File: config.mk
export PLATFORM = sky130hd
export DESIGN_NAME = i2m_master
export DESIGN_NICKNAME = d
export VERILOG_FILES = /design/src/hw/i2m_pkg.sv /design/src/hw/i2m_master.sv
export VERILOG_INCLUDE_DIRS = /design/src /design/src/hw
export SDC_FILE = /design/constraint.sdc
export NUM_CORES = 1
export LEC_CHECK = 0
export BUFFER_PORTS_ARGS = -buffer_cell sky130_fd_sc_hd__buf_2
export CAP_MARGIN = 30
export CORE_MARGIN = 2
export CORE_UTILIZATION = 64
export CTS_CLUSTER_DIAMETER = 80
export DETAILED_ROUTE_END_ITERATION = 12
export GPL_TIMING_DRIVEN = 0
export PLACE_DENSITY_LB_ADDON = 0.2
export REMOVE_ABC_BUFFERS = 1
export SLEW_MARGIN = 30
export SYNTH_ARGS = -nofsm -noshare
export SYNTH_HDL_FRONTEND = slang
export SYNTH_SLANG_ARGS = --single-unit
File: constraint.sdc
create_clock -name CORE_CLK -period 4.4 [get_ports CORE_CLK]
set_input_delay 0.88 -clock CORE_CLK [delete_from_list [all_inputs] [get_ports CORE_CLK]]
set_output_delay 0.88 -clock CORE_CLK [all_outputs]
set_load 0.01 [all_outputs]
File: src/hw/i2m_defs.svh
// Register offsets, field positions, reset values and timing counts of the I2C master engine
`ifndef I2M_DEFS_SVH
`define I2M_DEFS_SVH

// Register byte offsets
`define I2M_OFF_DATA 8'h00
`define I2M_OFF_STATUS 8'h04
`define I2M_OFF_CON2 8'h08
`define I2M_OFF_FLAGS 8'h0C
`define I2M_OFF_RELOAD 8'h10

// Status register fields
`define I2M_BIT_BF 0
// Control register 2 fields
`define I2M_BIT_RSEN 1
`define I2M_BIT_RECEIVE_ENABLE_BIT 3
`define I2M_BIT_ACK_SEQUENCE_ENABLE_BIT 4
`define I2M_BIT_ACK_DATA_BIT 5
`define I2M_BIT_ACK_STATUS_BIT 6
// Flag register fields, each cleared by writing a zero
`define I2M_BIT_PIF 0
`define I2M_BIT_BCL 1
`define I2M_BIT_OVF 6
`define I2M_BIT_WRITE_COLLISION_FLAG 7

// Reset values
`define I2M_RST_RELOAD 7'h0_04
`define I2M_RST_BYTE 8'h00

// Timing: clock period, instruction cycle, rewrite window (longest time, rounded down)
`define I2M_CLK_NS 25
`define I2M_INSTR_NS 100
`define I2M_WRITE_COLLISION_FLAG_WIN_CYC ((2 * `I2M_INSTR_NS) / `I2M_CLK_NS)

`endif

File: src/hw/i2m_pkg.sv
// Types shared by the I2C master engine
package i2m_pkg;

    // Engine states
    typedef enum logic [3:0] {
        S_IDLE, S_TX_LOW, S_TX_HIGH, S_RX_LOW, S_RX_HIGH,
        S_ACK_LOW, S_ACK_HIGH, S_RS_REL, S_RS_SCLHI, S_RS_HOLD, S_RS_FINAL
    } i2m_state_t;

    // One register bus request
    typedef struct packed {
        logic [7:0] addr;
        logic [7:0] wdata;
        logic wr;
        logic rd;
    } i2m_bus_req_t;

    // Open-drain pin drive, enables active low
    typedef struct packed {
        logic scl_out;
        logic scl_oe_n;
        logic sda_out;
        logic sda_oe_n;
    } i2m_pin_drv_t;

endpackage
File: src/hw/i2m_master.sv
// I2C master engine: byte transmit, receive, acknowledge and repeated start
//
// Summary of operation
// RULE1 - Buffer write sets full flag, starts sending
// RULE2 - SDA changes after SCL falls; low, high periods
// RULE3 - Eighth fall clears full flag, releases SDA
// RULE4 - Ninth fall samples SDA into ack status
// RULE5 - After ninth clock: interrupt flag, generator stops
// RULE6 - Address: seven bits plus R/W, MSB first
// RULE7 - Full flag set by write, cleared after eight
// RULE8 - Busy write: collision; early rewrite still updates
// RULE9 - Collision flag cleared only by software
// RULE10 - Receive enable honoured only while idle
// RULE11 - Receive eight bits, store, flag, stop
// RULE12 - Reading buffer in receive clears full flag
// RULE13 - Software may then request acknowledge sequence
// RULE14 - Byte completes with full flag: overflow
// RULE15 - Write during receive: collision, buffer kept
// RULE16 - Repeated start: SDA low at SCL high collides
// RULE17 - SDA high: reload and keep counting
// RULE18 - SCL falling early before SDA low collides
// RULE19 - Expiry: SDA low, reload, then SCL low
// RULE20 - Slave acknowledges its address or data
// RULE21 - Collision: flag, release lines, go idle
`timescale 1ns/1ps
`include "i2m_defs.svh"

module i2m_master (
    // Clock and reset
    input wire logic CORE_CLK,
    input wire logic SYS_RST,
    // Register bus
    input wire i2m_pkg::i2m_bus_req_t BUS_REQ,
    output logic [7:0] RD_DATA,
    // Serial clock and data pins
    input wire logic SCL_IN,
    input wire logic SDA_IN,
    output i2m_pkg::i2m_pin_drv_t PIN_DRV
);

    ////////////////////////////////////////////////////////////////////////////
    // Declarations
    i2m_pkg::i2m_state_t state_reg;
    logic [2:0] scl_sync_reg;
    logic [2:0] sda_sync_reg;
    logic scl_s_reg;
    logic sda_s_reg;
    logic [6:0] brg_cnt_reg;
    logic [6:0] reload_reg;
    logic [3:0] bit_cnt_reg;
    logic [7:0] shift_reg;
    logic [7:0] buf_reg;
    logic [3:0] win_cnt_reg;
    logic scl_low_reg;
    logic sda_low_reg;
    logic bf_reg;
    logic ack_status_bit_reg;
    logic ack_data_bit_reg;
    logic ack_sequence_enable_bit_reg;
    logic receive_enable_bit_reg;
    logic rsen_reg;
    logic pif_reg;
    logic bcl_reg;
    logic ovf_reg;
    logic write_collision_flag_reg;
    logic [7:0] rd_next;

    // Address decode shared by every register
    function automatic logic hit(input logic [7:0] addr, input logic [7:0] off);
        hit = (addr == off);
    endfunction

    logic idle;
    logic in_tx;
    logic tick;
    logic wr_data;
    logic wr_con2;
    logic wr_flags;
    logic rd_data;
    logic launch;
    logic tx_rewrite;
    logic wr_busy;
    logic rsen_go;
    logic receive_enable_bit_go;
    logic ack_sequence_enable_bit_go;
    logic tx_fall;
    logic tx_clr_bf;
    logic tx_done;
    logic rx_done;
    logic ack_done;
    logic rs_done;
    logic bcl_ev;
    logic [7:0] rx_byte;

    ////////////////////////////////////////////////////////////////////////////
    // Bus decode and engine events
    assign idle = (state_reg == i2m_pkg::S_IDLE);
    assign in_tx = (state_reg == i2m_pkg::S_TX_LOW) || (state_reg == i2m_pkg::S_TX_HIGH);
    assign tick = !idle && (brg_cnt_reg == 7'h0_00);
    assign wr_data = BUS_REQ.wr && hit(BUS_REQ.addr, `I2M_OFF_DATA);
    assign wr_con2 = BUS_REQ.wr && hit(BUS_REQ.addr, `I2M_OFF_CON2);
    assign wr_flags = BUS_REQ.wr && hit(BUS_REQ.addr, `I2M_OFF_FLAGS);
    assign rd_data = BUS_REQ.rd && hit(BUS_REQ.addr, `I2M_OFF_DATA);
    assign launch = wr_data && idle; // [RULE1]
    assign tx_rewrite = wr_data && in_tx && (win_cnt_reg != 4'h0); // [RULE8]
    assign wr_busy = wr_data && !idle; // [RULE8] [RULE15]
    // Only one sequence starts per write; repeated start has priority
    assign rsen_go = wr_con2 && idle && BUS_REQ.wdata[`I2M_BIT_RSEN];
    assign receive_enable_bit_go = wr_con2 && idle && !rsen_go && BUS_REQ.wdata[`I2M_BIT_RECEIVE_ENABLE_BIT]; // [RULE10]
    assign ack_sequence_enable_bit_go = wr_con2 && idle && !rsen_go && !receive_enable_bit_go
        && BUS_REQ.wdata[`I2M_BIT_ACK_SEQUENCE_ENABLE_BIT]; // [RULE13]
    assign tx_fall = (state_reg == i2m_pkg::S_TX_HIGH) && tick;
    assign tx_clr_bf = tx_fall && (bit_cnt_reg == 4'h7); // [RULE3]
    assign tx_done = tx_fall && (bit_cnt_reg == 4'h8); // [RULE4]
    assign rx_done = (state_reg == i2m_pkg::S_RX_HIGH) && tick && (bit_cnt_reg == 4'h7);
    assign ack_done = (state_reg == i2m_pkg::S_ACK_HIGH) && tick;
    assign rs_done = (state_reg == i2m_pkg::S_RS_FINAL) && tick;
    assign rx_byte = {shift_reg[6:0], sda_s_reg};
    // SDA low at SCL high, or SCL dropping while we still hold SDA released
    assign bcl_ev = ((state_reg == i2m_pkg::S_RS_SCLHI) && scl_s_reg && !sda_s_reg) // [RULE16]
        || ((state_reg == i2m_pkg::S_RS_HOLD) && !tick && !scl_s_reg && !sda_low_reg); // [RULE18]

    ////////////////////////////////////////////////////////////////////////////
    // Pin synchronisers: a change counts once stages two and three agree
    always_ff @(posedge CORE_CLK or posedge SYS_RST)
    begin
        if (SYS_RST)
        begin
            scl_sync_reg <= 3'h7;
            sda_sync_reg <= 3'h7;
            scl_s_reg <= 1'b1;
            sda_s_reg <= 1'b1;
        end
        else
        begin
            scl_sync_reg <= {scl_sync_reg[1:0], SCL_IN};
            sda_sync_reg <= {sda_sync_reg[1:0], SDA_IN};
            if (scl_sync_reg[1] == scl_sync_reg[2])
                scl_s_reg <= scl_sync_reg[2];
            if (sda_sync_reg[1] == sda_sync_reg[2])
                sda_s_reg <= sda_sync_reg[2];
        end
    end

    ////////////////////////////////////////////////////////////////////////////
    // Baud generator: reloads on rollover, held loaded while idle or waiting on SCL
    always_ff @(posedge CORE_CLK or posedge SYS_RST)
    begin
        if (SYS_RST)
            brg_cnt_reg <= `I2M_RST_RELOAD;
        else if (idle || tick || (state_reg == i2m_pkg::S_RS_SCLHI)) // [RULE5] [RULE17]
            brg_cnt_reg <= reload_reg; // [RULE16]
        else
            brg_cnt_reg <= brg_cnt_reg - 7'h0_01;
    end

    ////////////////////////////////////////////////////////////////////////////
    // Rewrite window after a transmit launch
    always_ff @(posedge CORE_CLK or posedge SYS_RST)
    begin
        if (SYS_RST)
            win_cnt_reg <= 4'h0;
        else if (launch)
            win_cnt_reg <= 4'(`I2M_WRITE_COLLISION_FLAG_WIN_CYC); // [RULE8]
        else if (win_cnt_reg != 4'h0)
            win_cnt_reg <= win_cnt_reg - 4'h1;
    end

    ////////////////////////////////////////////////////////////////////////////
    // Bit engine: state, shifting and line drive
    always_ff @(posedge CORE_CLK or posedge SYS_RST)
    begin
        if (SYS_RST)
        begin
            state_reg <= i2m_pkg::S_IDLE;
            bit_cnt_reg <= 4'h0;
            shift_reg <= `I2M_RST_BYTE;
            scl_low_reg <= 1'b0;
            sda_low_reg <= 1'b0;
            ack_status_bit_reg <= 1'b0;
        end
        else if (bcl_ev)
        begin
            // Lose arbitration: let go of both lines, collision flag set
            state_reg <= i2m_pkg::S_IDLE; // [RULE21]
            scl_low_reg <= 1'b0;
            sda_low_reg <= 1'b0;
        end
        else
        begin
            case (state_reg)
                i2m_pkg::S_IDLE:
                begin
                    bit_cnt_reg <= 4'h0;
                    if (launch)
                    begin
                        shift_reg <= BUS_REQ.wdata; // [RULE6]
                        sda_low_reg <= !BUS_REQ.wdata[7];
                        scl_low_reg <= 1'b1;
                        state_reg <= i2m_pkg::S_TX_LOW;
                    end
                    else if (rsen_go)
                    begin
                        sda_low_reg <= 1'b0; // [RULE16]
                        state_reg <= i2m_pkg::S_RS_REL;
                    end
                    else if (receive_enable_bit_go)
                    begin
                        sda_low_reg <= 1'b0;
                        scl_low_reg <= 1'b1;
                        state_reg <= i2m_pkg::S_RX_LOW;
                    end
                    else if (ack_sequence_enable_bit_go)
                    begin
                        // Ack level written with the enable counts at once
                        sda_low_reg <= !BUS_REQ.wdata[`I2M_BIT_ACK_DATA_BIT];
                        scl_low_reg <= 1'b1;
                        state_reg <= i2m_pkg::S_ACK_LOW;
                    end
                end
                i2m_pkg::S_TX_LOW:
                begin
                    // Corrupting rewrite still lands in the first bit period
                    if (tx_rewrite && (bit_cnt_reg == 4'h0))
                    begin
                        shift_reg <= BUS_REQ.wdata; // [RULE8]
                        sda_low_reg <= !BUS_REQ.wdata[7];
                    end
                    if (tick)
                    begin
                        scl_low_reg <= 1'b0; // [RULE2]
                        state_reg <= i2m_pkg::S_TX_HIGH;
                    end
                end
                i2m_pkg::S_TX_HIGH:
                begin
                    if (tick)
                    begin
                        scl_low_reg <= 1'b1; // [RULE2]
                        bit_cnt_reg <= bit_cnt_reg + 4'h1;
                        state_reg <= i2m_pkg::S_TX_LOW;
                        if (bit_cnt_reg == 4'h8)
                        begin
                            ack_status_bit_reg <= sda_s_reg; // [RULE4]
                            state_reg <= i2m_pkg::S_IDLE; // [RULE5]
                        end
                        else if (bit_cnt_reg == 4'h7)
                            sda_low_reg <= 1'b0; // [RULE3]
                        else
                        begin
                            sda_low_reg <= !shift_reg[6]; // [RULE6]
                            shift_reg <= {shift_reg[6:0], 1'b0};
                        end
                    end
                end
                i2m_pkg::S_RX_LOW:
                begin
                    if (tick)
                    begin
                        scl_low_reg <= 1'b0; // [RULE11]
                        state_reg <= i2m_pkg::S_RX_HIGH;
                    end
                end
                i2m_pkg::S_RX_HIGH:
                begin
                    if (tick)
                    begin
                        shift_reg <= rx_byte; // [RULE11]
                        scl_low_reg <= 1'b1;
                        bit_cnt_reg <= bit_cnt_reg + 4'h1;
                        state_reg <= (bit_cnt_reg == 4'h7) ? i2m_pkg::S_IDLE
                            : i2m_pkg::S_RX_LOW;
                    end
                end
                i2m_pkg::S_ACK_LOW:
                begin
                    if (tick)
                    begin
                        scl_low_reg <= 1'b0;
                        state_reg <= i2m_pkg::S_ACK_HIGH;
                    end
                end
                i2m_pkg::S_ACK_HIGH:
                begin
                    if (tick)
                    begin
                        scl_low_reg <= 1'b1;
                        sda_low_reg <= 1'b0;
                        state_reg <= i2m_pkg::S_IDLE;
                    end
                end
                i2m_pkg::S_RS_REL:
                begin
                    if (tick)
                    begin
                        scl_low_reg <= 1'b0; // [RULE16]
                        state_reg <= i2m_pkg::S_RS_SCLHI;
                    end
                end
                i2m_pkg::S_RS_SCLHI:
                begin
                    // Generator held loaded until SCL is seen high
                    if (scl_s_reg)
                        state_reg <= i2m_pkg::S_RS_HOLD; // [RULE17]
                end
                i2m_pkg::S_RS_HOLD:
                begin
                    // SDA pulled low by another master here is no collision
                    if (tick)
                    begin
                        sda_low_reg <= 1'b1; // [RULE19]
                        state_reg <= i2m_pkg::S_RS_FINAL;
                    end
                end
                i2m_pkg::S_RS_FINAL:
                begin
                    if (tick)
                    begin
                        scl_low_reg <= 1'b1; // [RULE19]
                        state_reg <= i2m_pkg::S_IDLE;
                    end
                end
                default:
                    state_reg <= i2m_pkg::S_IDLE;
            endcase
        end
    end

    ////////////////////////////////////////////////////////////////////////////
    // Data buffer: software write or received byte
    always_ff @(posedge CORE_CLK or posedge SYS_RST)
    begin
        if (SYS_RST)
            buf_reg <= `I2M_RST_BYTE;
        else if (rx_done)
            buf_reg <= rx_byte; // [RULE11]
        else if (launch || tx_rewrite)
            buf_reg <= BUS_REQ.wdata; // [RULE8]
    end

    ////////////////////////////////////////////////////////////////////////////
    // Buffer-full flag; a set in the same cycle as a clear wins
    always_ff @(posedge CORE_CLK or posedge SYS_RST)
    begin
        if (SYS_RST)
            bf_reg <= 1'b0;
        else if (launch || tx_rewrite || rx_done)
            bf_reg <= 1'b1; // [RULE1] [RULE7] [RULE11]
        else if (tx_clr_bf || (rd_data && !in_tx))
            bf_reg <= 1'b0; // [RULE7] [RULE12]
    end

    ////////////////////////////////////////////////////////////////////////////
    // Control register 2 and reload register
    always_ff @(posedge CORE_CLK or posedge SYS_RST)
    begin
        if (SYS_RST)
        begin
            ack_data_bit_reg <= 1'b0;
            ack_sequence_enable_bit_reg <= 1'b0;
            receive_enable_bit_reg <= 1'b0;
            rsen_reg <= 1'b0;
            reload_reg <= `I2M_RST_RELOAD;
        end
        else
        begin
            if (wr_con2)
                ack_data_bit_reg <= BUS_REQ.wdata[`I2M_BIT_ACK_DATA_BIT];
            if (BUS_REQ.wr && hit(BUS_REQ.addr, `I2M_OFF_RELOAD))
                reload_reg <= BUS_REQ.wdata[6:0];
            // Start bits only take while idle, drop when their sequence ends
            if (rsen_go)
                rsen_reg <= 1'b1;
            else if (rs_done || bcl_ev)
                rsen_reg <= 1'b0; // [RULE21]
            if (receive_enable_bit_go)
                receive_enable_bit_reg <= 1'b1; // [RULE10]
            else if (rx_done)
                receive_enable_bit_reg <= 1'b0; // [RULE11]
            if (ack_sequence_enable_bit_go)
                ack_sequence_enable_bit_reg <= 1'b1;
            else if (ack_done)
                ack_sequence_enable_bit_reg <= 1'b0;
        end
    end

    ////////////////////////////////////////////////////////////////////////////
    // Sticky event flags; only a software zero write clears them, a set wins
    always_ff @(posedge CORE_CLK or posedge SYS_RST)
    begin
        if (SYS_RST)
        begin
            pif_reg <= 1'b0;
            bcl_reg <= 1'b0;
            ovf_reg <= 1'b0;
            write_collision_flag_reg <= 1'b0;
        end
        else
        begin
            if (tx_done || rx_done || ack_done || rs_done)
                pif_reg <= 1'b1; // [RULE5] [RULE11]
            else if (wr_flags && !BUS_REQ.wdata[`I2M_BIT_PIF])
                pif_reg <= 1'b0;
            if (bcl_ev)
                bcl_reg <= 1'b1; // [RULE21]
            else if (wr_flags && !BUS_REQ.wdata[`I2M_BIT_BCL])
                bcl_reg <= 1'b0;
            if (rx_done && bf_reg)
                ovf_reg <= 1'b1; // [RULE14]
            else if (wr_flags && !BUS_REQ.wdata[`I2M_BIT_OVF])
                ovf_reg <= 1'b0;
            if (wr_busy)
                write_collision_flag_reg <= 1'b1; // [RULE8] [RULE15]
            else if (wr_flags && !BUS_REQ.wdata[`I2M_BIT_WRITE_COLLISION_FLAG])
                write_collision_flag_reg <= 1'b0; // [RULE9]
        end
    end

    ////////////////////////////////////////////////////////////////////////////
    // Read data, one cycle after the strobe; unmapped reads give zero
    always_comb
    begin
        rd_next = 8'h00;
        if (hit(BUS_REQ.addr, `I2M_OFF_DATA))
            rd_next = buf_reg;
        if (hit(BUS_REQ.addr, `I2M_OFF_STATUS))
            rd_next[`I2M_BIT_BF] = bf_reg;
        if (hit(BUS_REQ.addr, `I2M_OFF_CON2))
        begin
            rd_next[`I2M_BIT_RSEN] = rsen_reg;
            rd_next[`I2M_BIT_RECEIVE_ENABLE_BIT] = receive_enable_bit_reg;
            rd_next[`I2M_BIT_ACK_SEQUENCE_ENABLE_BIT] = ack_sequence_enable_bit_reg;
            rd_next[`I2M_BIT_ACK_DATA_BIT] = ack_data_bit_reg;
            rd_next[`I2M_BIT_ACK_STATUS_BIT] = ack_status_bit_reg;
        end
        if (hit(BUS_REQ.addr, `I2M_OFF_FLAGS))
        begin
            rd_next[`I2M_BIT_PIF] = pif_reg;
            rd_next[`I2M_BIT_BCL] = bcl_reg;
            rd_next[`I2M_BIT_OVF] = ovf_reg;
            rd_next[`I2M_BIT_WRITE_COLLISION_FLAG] = write_collision_flag_reg;
        end
        if (hit(BUS_REQ.addr, `I2M_OFF_RELOAD))
            rd_next = {1'b0, reload_reg};
    end

    always_ff @(posedge CORE_CLK or posedge SYS_RST)
    begin
        if (SYS_RST)
            RD_DATA <= 8'h00;
        else if (BUS_REQ.rd)
            RD_DATA <= rd_next;
        else
            RD_DATA <= 8'h00;
    end

    // Open-drain drive: outputs stay low, enable low pulls the line
    assign PIN_DRV.scl_out = 1'b0;
    assign PIN_DRV.sda_out = 1'b0;
    assign PIN_DRV.scl_oe_n = !scl_low_reg;
    assign PIN_DRV.sda_oe_n = !sda_low_reg;
endmodule // i2m_master

# Word-level counts from Yosys, hierarchy flattened
# Index checks and enable logic that the tools add are counted.
# totals
regBits	69
output_inout_bits	12
wordCells	233
input_bits	22
# op_classes
reduce_logical	90
n_eq_ne	42
addsub	3
n_bitwise	1
n_mux	73
# ops
operator	count
$mux W4	18
$mux W7	7
$mux W8	5
$pmux W4 S10	1
$logic_and A1 B1 Y1	35
$mux W1	35
$ne A3 B3 Y1 const B	10
$pmux W7 S4	1
$reduce_bool A2 Y1	11
$eq A4 B3 Y1 const B	5
$eq A4 B4 Y1 const B	4
$eq A8 B4 Y1 const B	2
$logic_not A1 Y1	15
$reduce_bool A4 Y1	3
$logic_or A1 B1 Y1	11
$reduce_and A10 Y1	1
$ne A3 B1 Y1 const B	3
$eq A4 B2 Y1 const B	2
$eq A8 B3 Y1 const B	1
$eq A8 B5 Y1 const B	1
$logic_not A4 Y1	2
$logic_not A8 Y1	1
$ne A2 B2 Y1 const B	4
$pmux W4 S2	1
other kinds (23)	30

# Logic depth before layout (Yosys ltp)
# depth
ltp_word	16
depth_mapped	8
ltp_nobuf	7

# Worst setup path before layout
# Ideal clock, no wire load.
# synth_path
kind	input to register
from	input port BUS_REQ[17] (netlist bit)
to	register sda_low_reg
path_stages	5
arrival_ns	2.329
path_buffers	0
setup_ns	0.125
setup_slack_ns	1.947
t_required_ns	4.275
path_cell_list	nor4_4 > nand4_2 > o21a_1 > o311a_1 > mux2_2
# synth_via
elab_chain_cells	12
elab_cells_between_ends	24
classes_between	3 x eq/ne; 5 x mux; 16 x reduce/logical
# synth_rtl
element	line	text
start, declared	i2m_master.sv:33	input wire i2m_pkg::i2m_bus_req_t BUS_REQ,
$eq A8 B4 Y1	i2m_master.sv:70	hit = (addr == off);
$logic_and A1 B1 Y1	i2m_master.sv:101	assign wr_con2 = BUS_REQ.wr && hit(BUS_REQ.addr, `I2M_OFF_CON2);
$logic_and A1 B1 Y1	i2m_master.sv:108, i2m_master.sv:109, i2m_master.sv:110	
$logic_and A1 B1 Y1	i2m_master.sv:108	assign rsen_go = wr_con2 && idle && BUS_REQ.wdata[`I2M_BIT_RSEN];
$logic_not A1 Y1	i2m_master.sv:109, i2m_master.sv:110	
$logic_and A1 B1 Y1	i2m_master.sv:109, i2m_master.sv:110	
$logic_and A1 B1 Y1	i2m_master.sv:109	assign receive_enable_bit_go = wr_con2 && idle && !rsen_go && BUS_REQ.wdata[`I2M_BIT_RECEIVE_ENABLE_BIT];
$mux W1 or $logic_not A1 Y1 (tied branches)	i2m_master.sv:207, i2m_master.sv:110	
$mux W1 or $logic_and A1 B1 Y1 (tied branches)	i2m_master.sv:202, i2m_master.sv:110	
$mux W1 or $logic_and A1 B1 Y1 (tied branches)	i2m_master.sv:195, i2m_master.sv:110	
$pmux W1 S5 or $ne A6 B1 Y1 (tied branches)	n/a	
$mux W1 or $reduce_and A7 Y1 (tied branches)	n/a	
end signal, assigned	i2m_master.sv:198	sda_low_reg <= !BUS_REQ.wdata[7];
end signal, assigned	i2m_master.sv:216	sda_low_reg <= !BUS_REQ.wdata[`I2M_BIT_ACK_DATA_BIT];
end signal, assigned	i2m_master.sv:227	sda_low_reg <= !BUS_REQ.wdata[7];
end, declared	i2m_master.sv:55	logic sda_low_reg;
# Several ways; a longest one is shown, not always the timed one.
# A chain may end at the register's enable or synchronous reset.

# Worst setup path after layout
# layout_path
from	register brg_cnt_reg[0]
to	register buf_reg[1]
# layout_via
elab_chain_cells	5
elab_cells_between_ends	6
classes_between	1 x mux; 5 x reduce/logical
# layout_rtl
element	line	text
start, declared	i2m_master.sv:48	logic [6:0] brg_cnt_reg;
start signal, assigned	i2m_master.sv:150	brg_cnt_reg <= `I2M_RST_RELOAD;
start signal, assigned	i2m_master.sv:152	brg_cnt_reg <= reload_reg;
start signal, assigned	i2m_master.sv:154	brg_cnt_reg <= brg_cnt_reg - 7'h0_01;
$logic_not A7 Y1 (*)	i2m_master.sv:99	assign tick = !idle && (brg_cnt_reg == 7'h0_00);
$logic_and A1 B1 Y1 (*)	i2m_master.sv:99	
$logic_and A1 B1 Y1 (*) (2 in series)	i2m_master.sv:115	assign rx_done = (state_reg == i2m_pkg::S_RX_HIGH) && tick && (bit_cnt_reg == 4'h7);
$mux W8 or $reduce_bool A2 Y1 (tied branches)	n/a	
end signal, assigned	i2m_master.sv:334	buf_reg <= `I2M_RST_BYTE;
end signal, assigned	i2m_master.sv:336	buf_reg <= rx_byte;
end signal, assigned	i2m_master.sv:338	buf_reg <= BUS_REQ.wdata;
end, declared	i2m_master.sv:52	logic [7:0] buf_reg;
# Every way passes the cells marked *; elsewhere a longest branch is shown, timed or not.

==> results.cfg <==
[run_status]
status = completed

[die]
die_x_um = 80.4
row_count = 27
start_util = 0.671
core-area_um2 = 5570
io_pins = 34
dieHeight_um = 80.4
die_area_um2 = 6470

[logic_synthesis]
yosysTopAreaCell = dfrtp_1
yosys_warnings = 0
ys_types = 68
synth_cells = 361
synth_top_cell_area_share = 0.395
syn_avg_cell_area_um2 = 10.4
async_reset_ff_frac = 1.00
synth_area_leaders = dfrtp_1, dfstp_2, mux2_2
yosys-top-cells-count = dfrtp_1, nor2_1, a21oi_1
seq_area_frac_synth = 0.465
synth-seq-cells = 69
synthesis.area_um2 = 3740
yosysMostFrequentCell = dfrtp_1
synth-main-ff-cell = dfrtp_1
synth_edf_count = 0

[cells_and_area]
fin_cells = 465
nNetsFinal = 417
n_antenna_cell = 0
fillers = 410
fin_area_um2 = 4100
areaGrowthSynthToFinish_pct = 9.74
drive_gt1_frac = 0.237

[critical_path]
crit_buf_inv = 2
crit_chain = inv_1, ha_1, nor4b_4, nand4_1, o41ai_4, buf_6, nor2_1, a21oi_1
crit_fanout = 12
critPathTopFamily = simple AND/OR/NAND/NOR gates
critPathSlowestCell = nand4_1
slowest_delay_ps = 830
arrival_ps = 2980
path_class = reg2reg
crit_path_end_kind = register
start_kind = register
cp.required_ps = 4680

[placed_design]
place_congestion = 0.905
hpwl_um = 5990
dp_cells = 448
portBuffers = 31
placed_area_um2 = 3930

[timing]
min_period_over_period = 0.614
tightest_slew_ps = 903
skew_ps = 9.69
drv_slew = 0
rsz0062_at_grt = no
report.final.hold_viol_count = 0
fin_crit_ps = 2700
tns_ps = 0
holdWs_ps = 354
setup_viol_count_final = 0
relSlewSlack = 0.396
max_clock_freq_mhz = 370

[power_and_ir_drop]
vdd_drop_max_uv = 559
leakage_nw = 1.85
powerDensity_nw_per_um2 = 586

[grt]
grt_overflow = 0
grt_pass1_wl_um = 13500
grt_max_degree = 49
antenna_found_initial = 0
first_global_vias = 2718
track_usage = 0.280

[cts]
cts_tree = built
cts_hold_buf = 0
cts_inserted_buffers = 9
post-cts-setup-buffer-count = 0
cts-root-buf = clkbuf_8
clockBufferDepth = 2
cts.sinks = 69
ctsResizeCount = 0
clkLatencyLatePin_ps = 350
clk_pin_slew_ps = 70
htree_levels = 3

[drt]
drt_wl_total_um = 8340
drc_errors = 0
wl_per_cell_um = 17.9
viasPerCell = 6.41
first_pass_iters = 5
drtIter0Drc = 339
via_count = 2979
final_antenna_net_count = 0

[min_path]
hold_path.class = reg2reg

[run]
max-cap-violations = 0
worst paths after layout:
check / slack [ps] / depth (start not counted) / from / to
worst min-delay path: 350 / 0 / scl_sync_reg[0]$_DFF_PP1_ / scl_sync_reg[1]$_DFF_PP1_
min in group asynchronous: 480 / 2 / SYS_RST / win_cnt_reg[2]$_DFFE_PP0P_
max in group asynchronous: 3350 / 3 / SYS_RST / reload_reg[2]$_DFFE_PP1P_
worst max register to register: 1700 / 8 / brg_cnt_reg[0]$_DFF_PP0_ / buf_reg[1]$_DFFE_PP0P_
worst min register to register: 350 / 0 / scl_sync_reg[0]$_DFF_PP1_ / scl_sync_reg[1]$_DFF_PP1_
worst max-delay path: 1700 / 8 / brg_cnt_reg[0]$_DFF_PP0_ / buf_reg[1]$_DFFE_PP0P_
metrics by stage:
step                      setup WS, ps  utilization  power (mW)
after floorplan                   1800            -        1.70
after global placement            1020        0.700        1.93
after detailed placement          1470        0.705        1.96
after CTS                         1760        0.733        2.40
after global routing              1500        0.736        2.57
final                             1700        0.736        2.41
power by group:
group / switching (mW) / internal (mW)
logic: 0.548 / 0.442
clock network: 0.233 / 0.198
registers: 0.192 / 0.792
logic make-up (layout without fill, tap and decap cells):
| kind of cell | count (synthesis) | after routing | synth area share |
|---|---|---|---|
| buffers and inverters | 34 | 65 | 0.0395 |
| flip-flops | 69 | 69 | 0.465 |
| adder cells (fa/ha/maj) | 9 | 9 | 0.0281 |
| AND/OR/NAND/NOR | 113 | 113 | 0.178 |
| AO/OA/AOI/OAI | 90 | 90 | 0.162 |
| multiplexers | 36 | 36 | 0.105 |
| XOR/XNOR | 9 | 9 | 0.0211 |
| other | 1 | 2 | 0.00100 |
routing by layer:
metal  up-vias  global-route usage  part of all wire
met5         -                   0                 0
met4         0               0.110             0.020
met3        22              0.0618             0.076
met2       137               0.415              0.44
met1      1442               0.403              0.46
li1       1378                   -                 -
area by class of cell:
class	instances	area [µm²]	share of cell area
multi-input cells	259	1860	0.452
clock inverters	5	28.8	0.00701
flip-flops and latches	69	1740	0.424
repair buffers	34	199	0.0485
inverters	16	62.6	0.0152
well taps	72	90.1	0.0220
clock buffers	10	128	0.0311
layout by cell type, fill, tap and decap left out, drive strengths merged, types with 10 or more instances in the layout:
| cell | Yosys | final |
|---|---|---|
| a21oi | 24 | 24 |
| inv | 16 | 16 |
| nor2 | 33 | 33 |
| mux2 | 26 | 26 |
| nand3 | 10 | 10 |
| dfstp | 10 | 10 |
| dfrtp | 59 | 59 |
| buf | 11 | 34 |
| mux2i | 10 | 10 |
| clkbuf | 7 | 10 |
| o21ai | 22 | 22 |
| nand2 | 21 | 21 |
No activity file was read; power rests on OpenSTA's default activity.
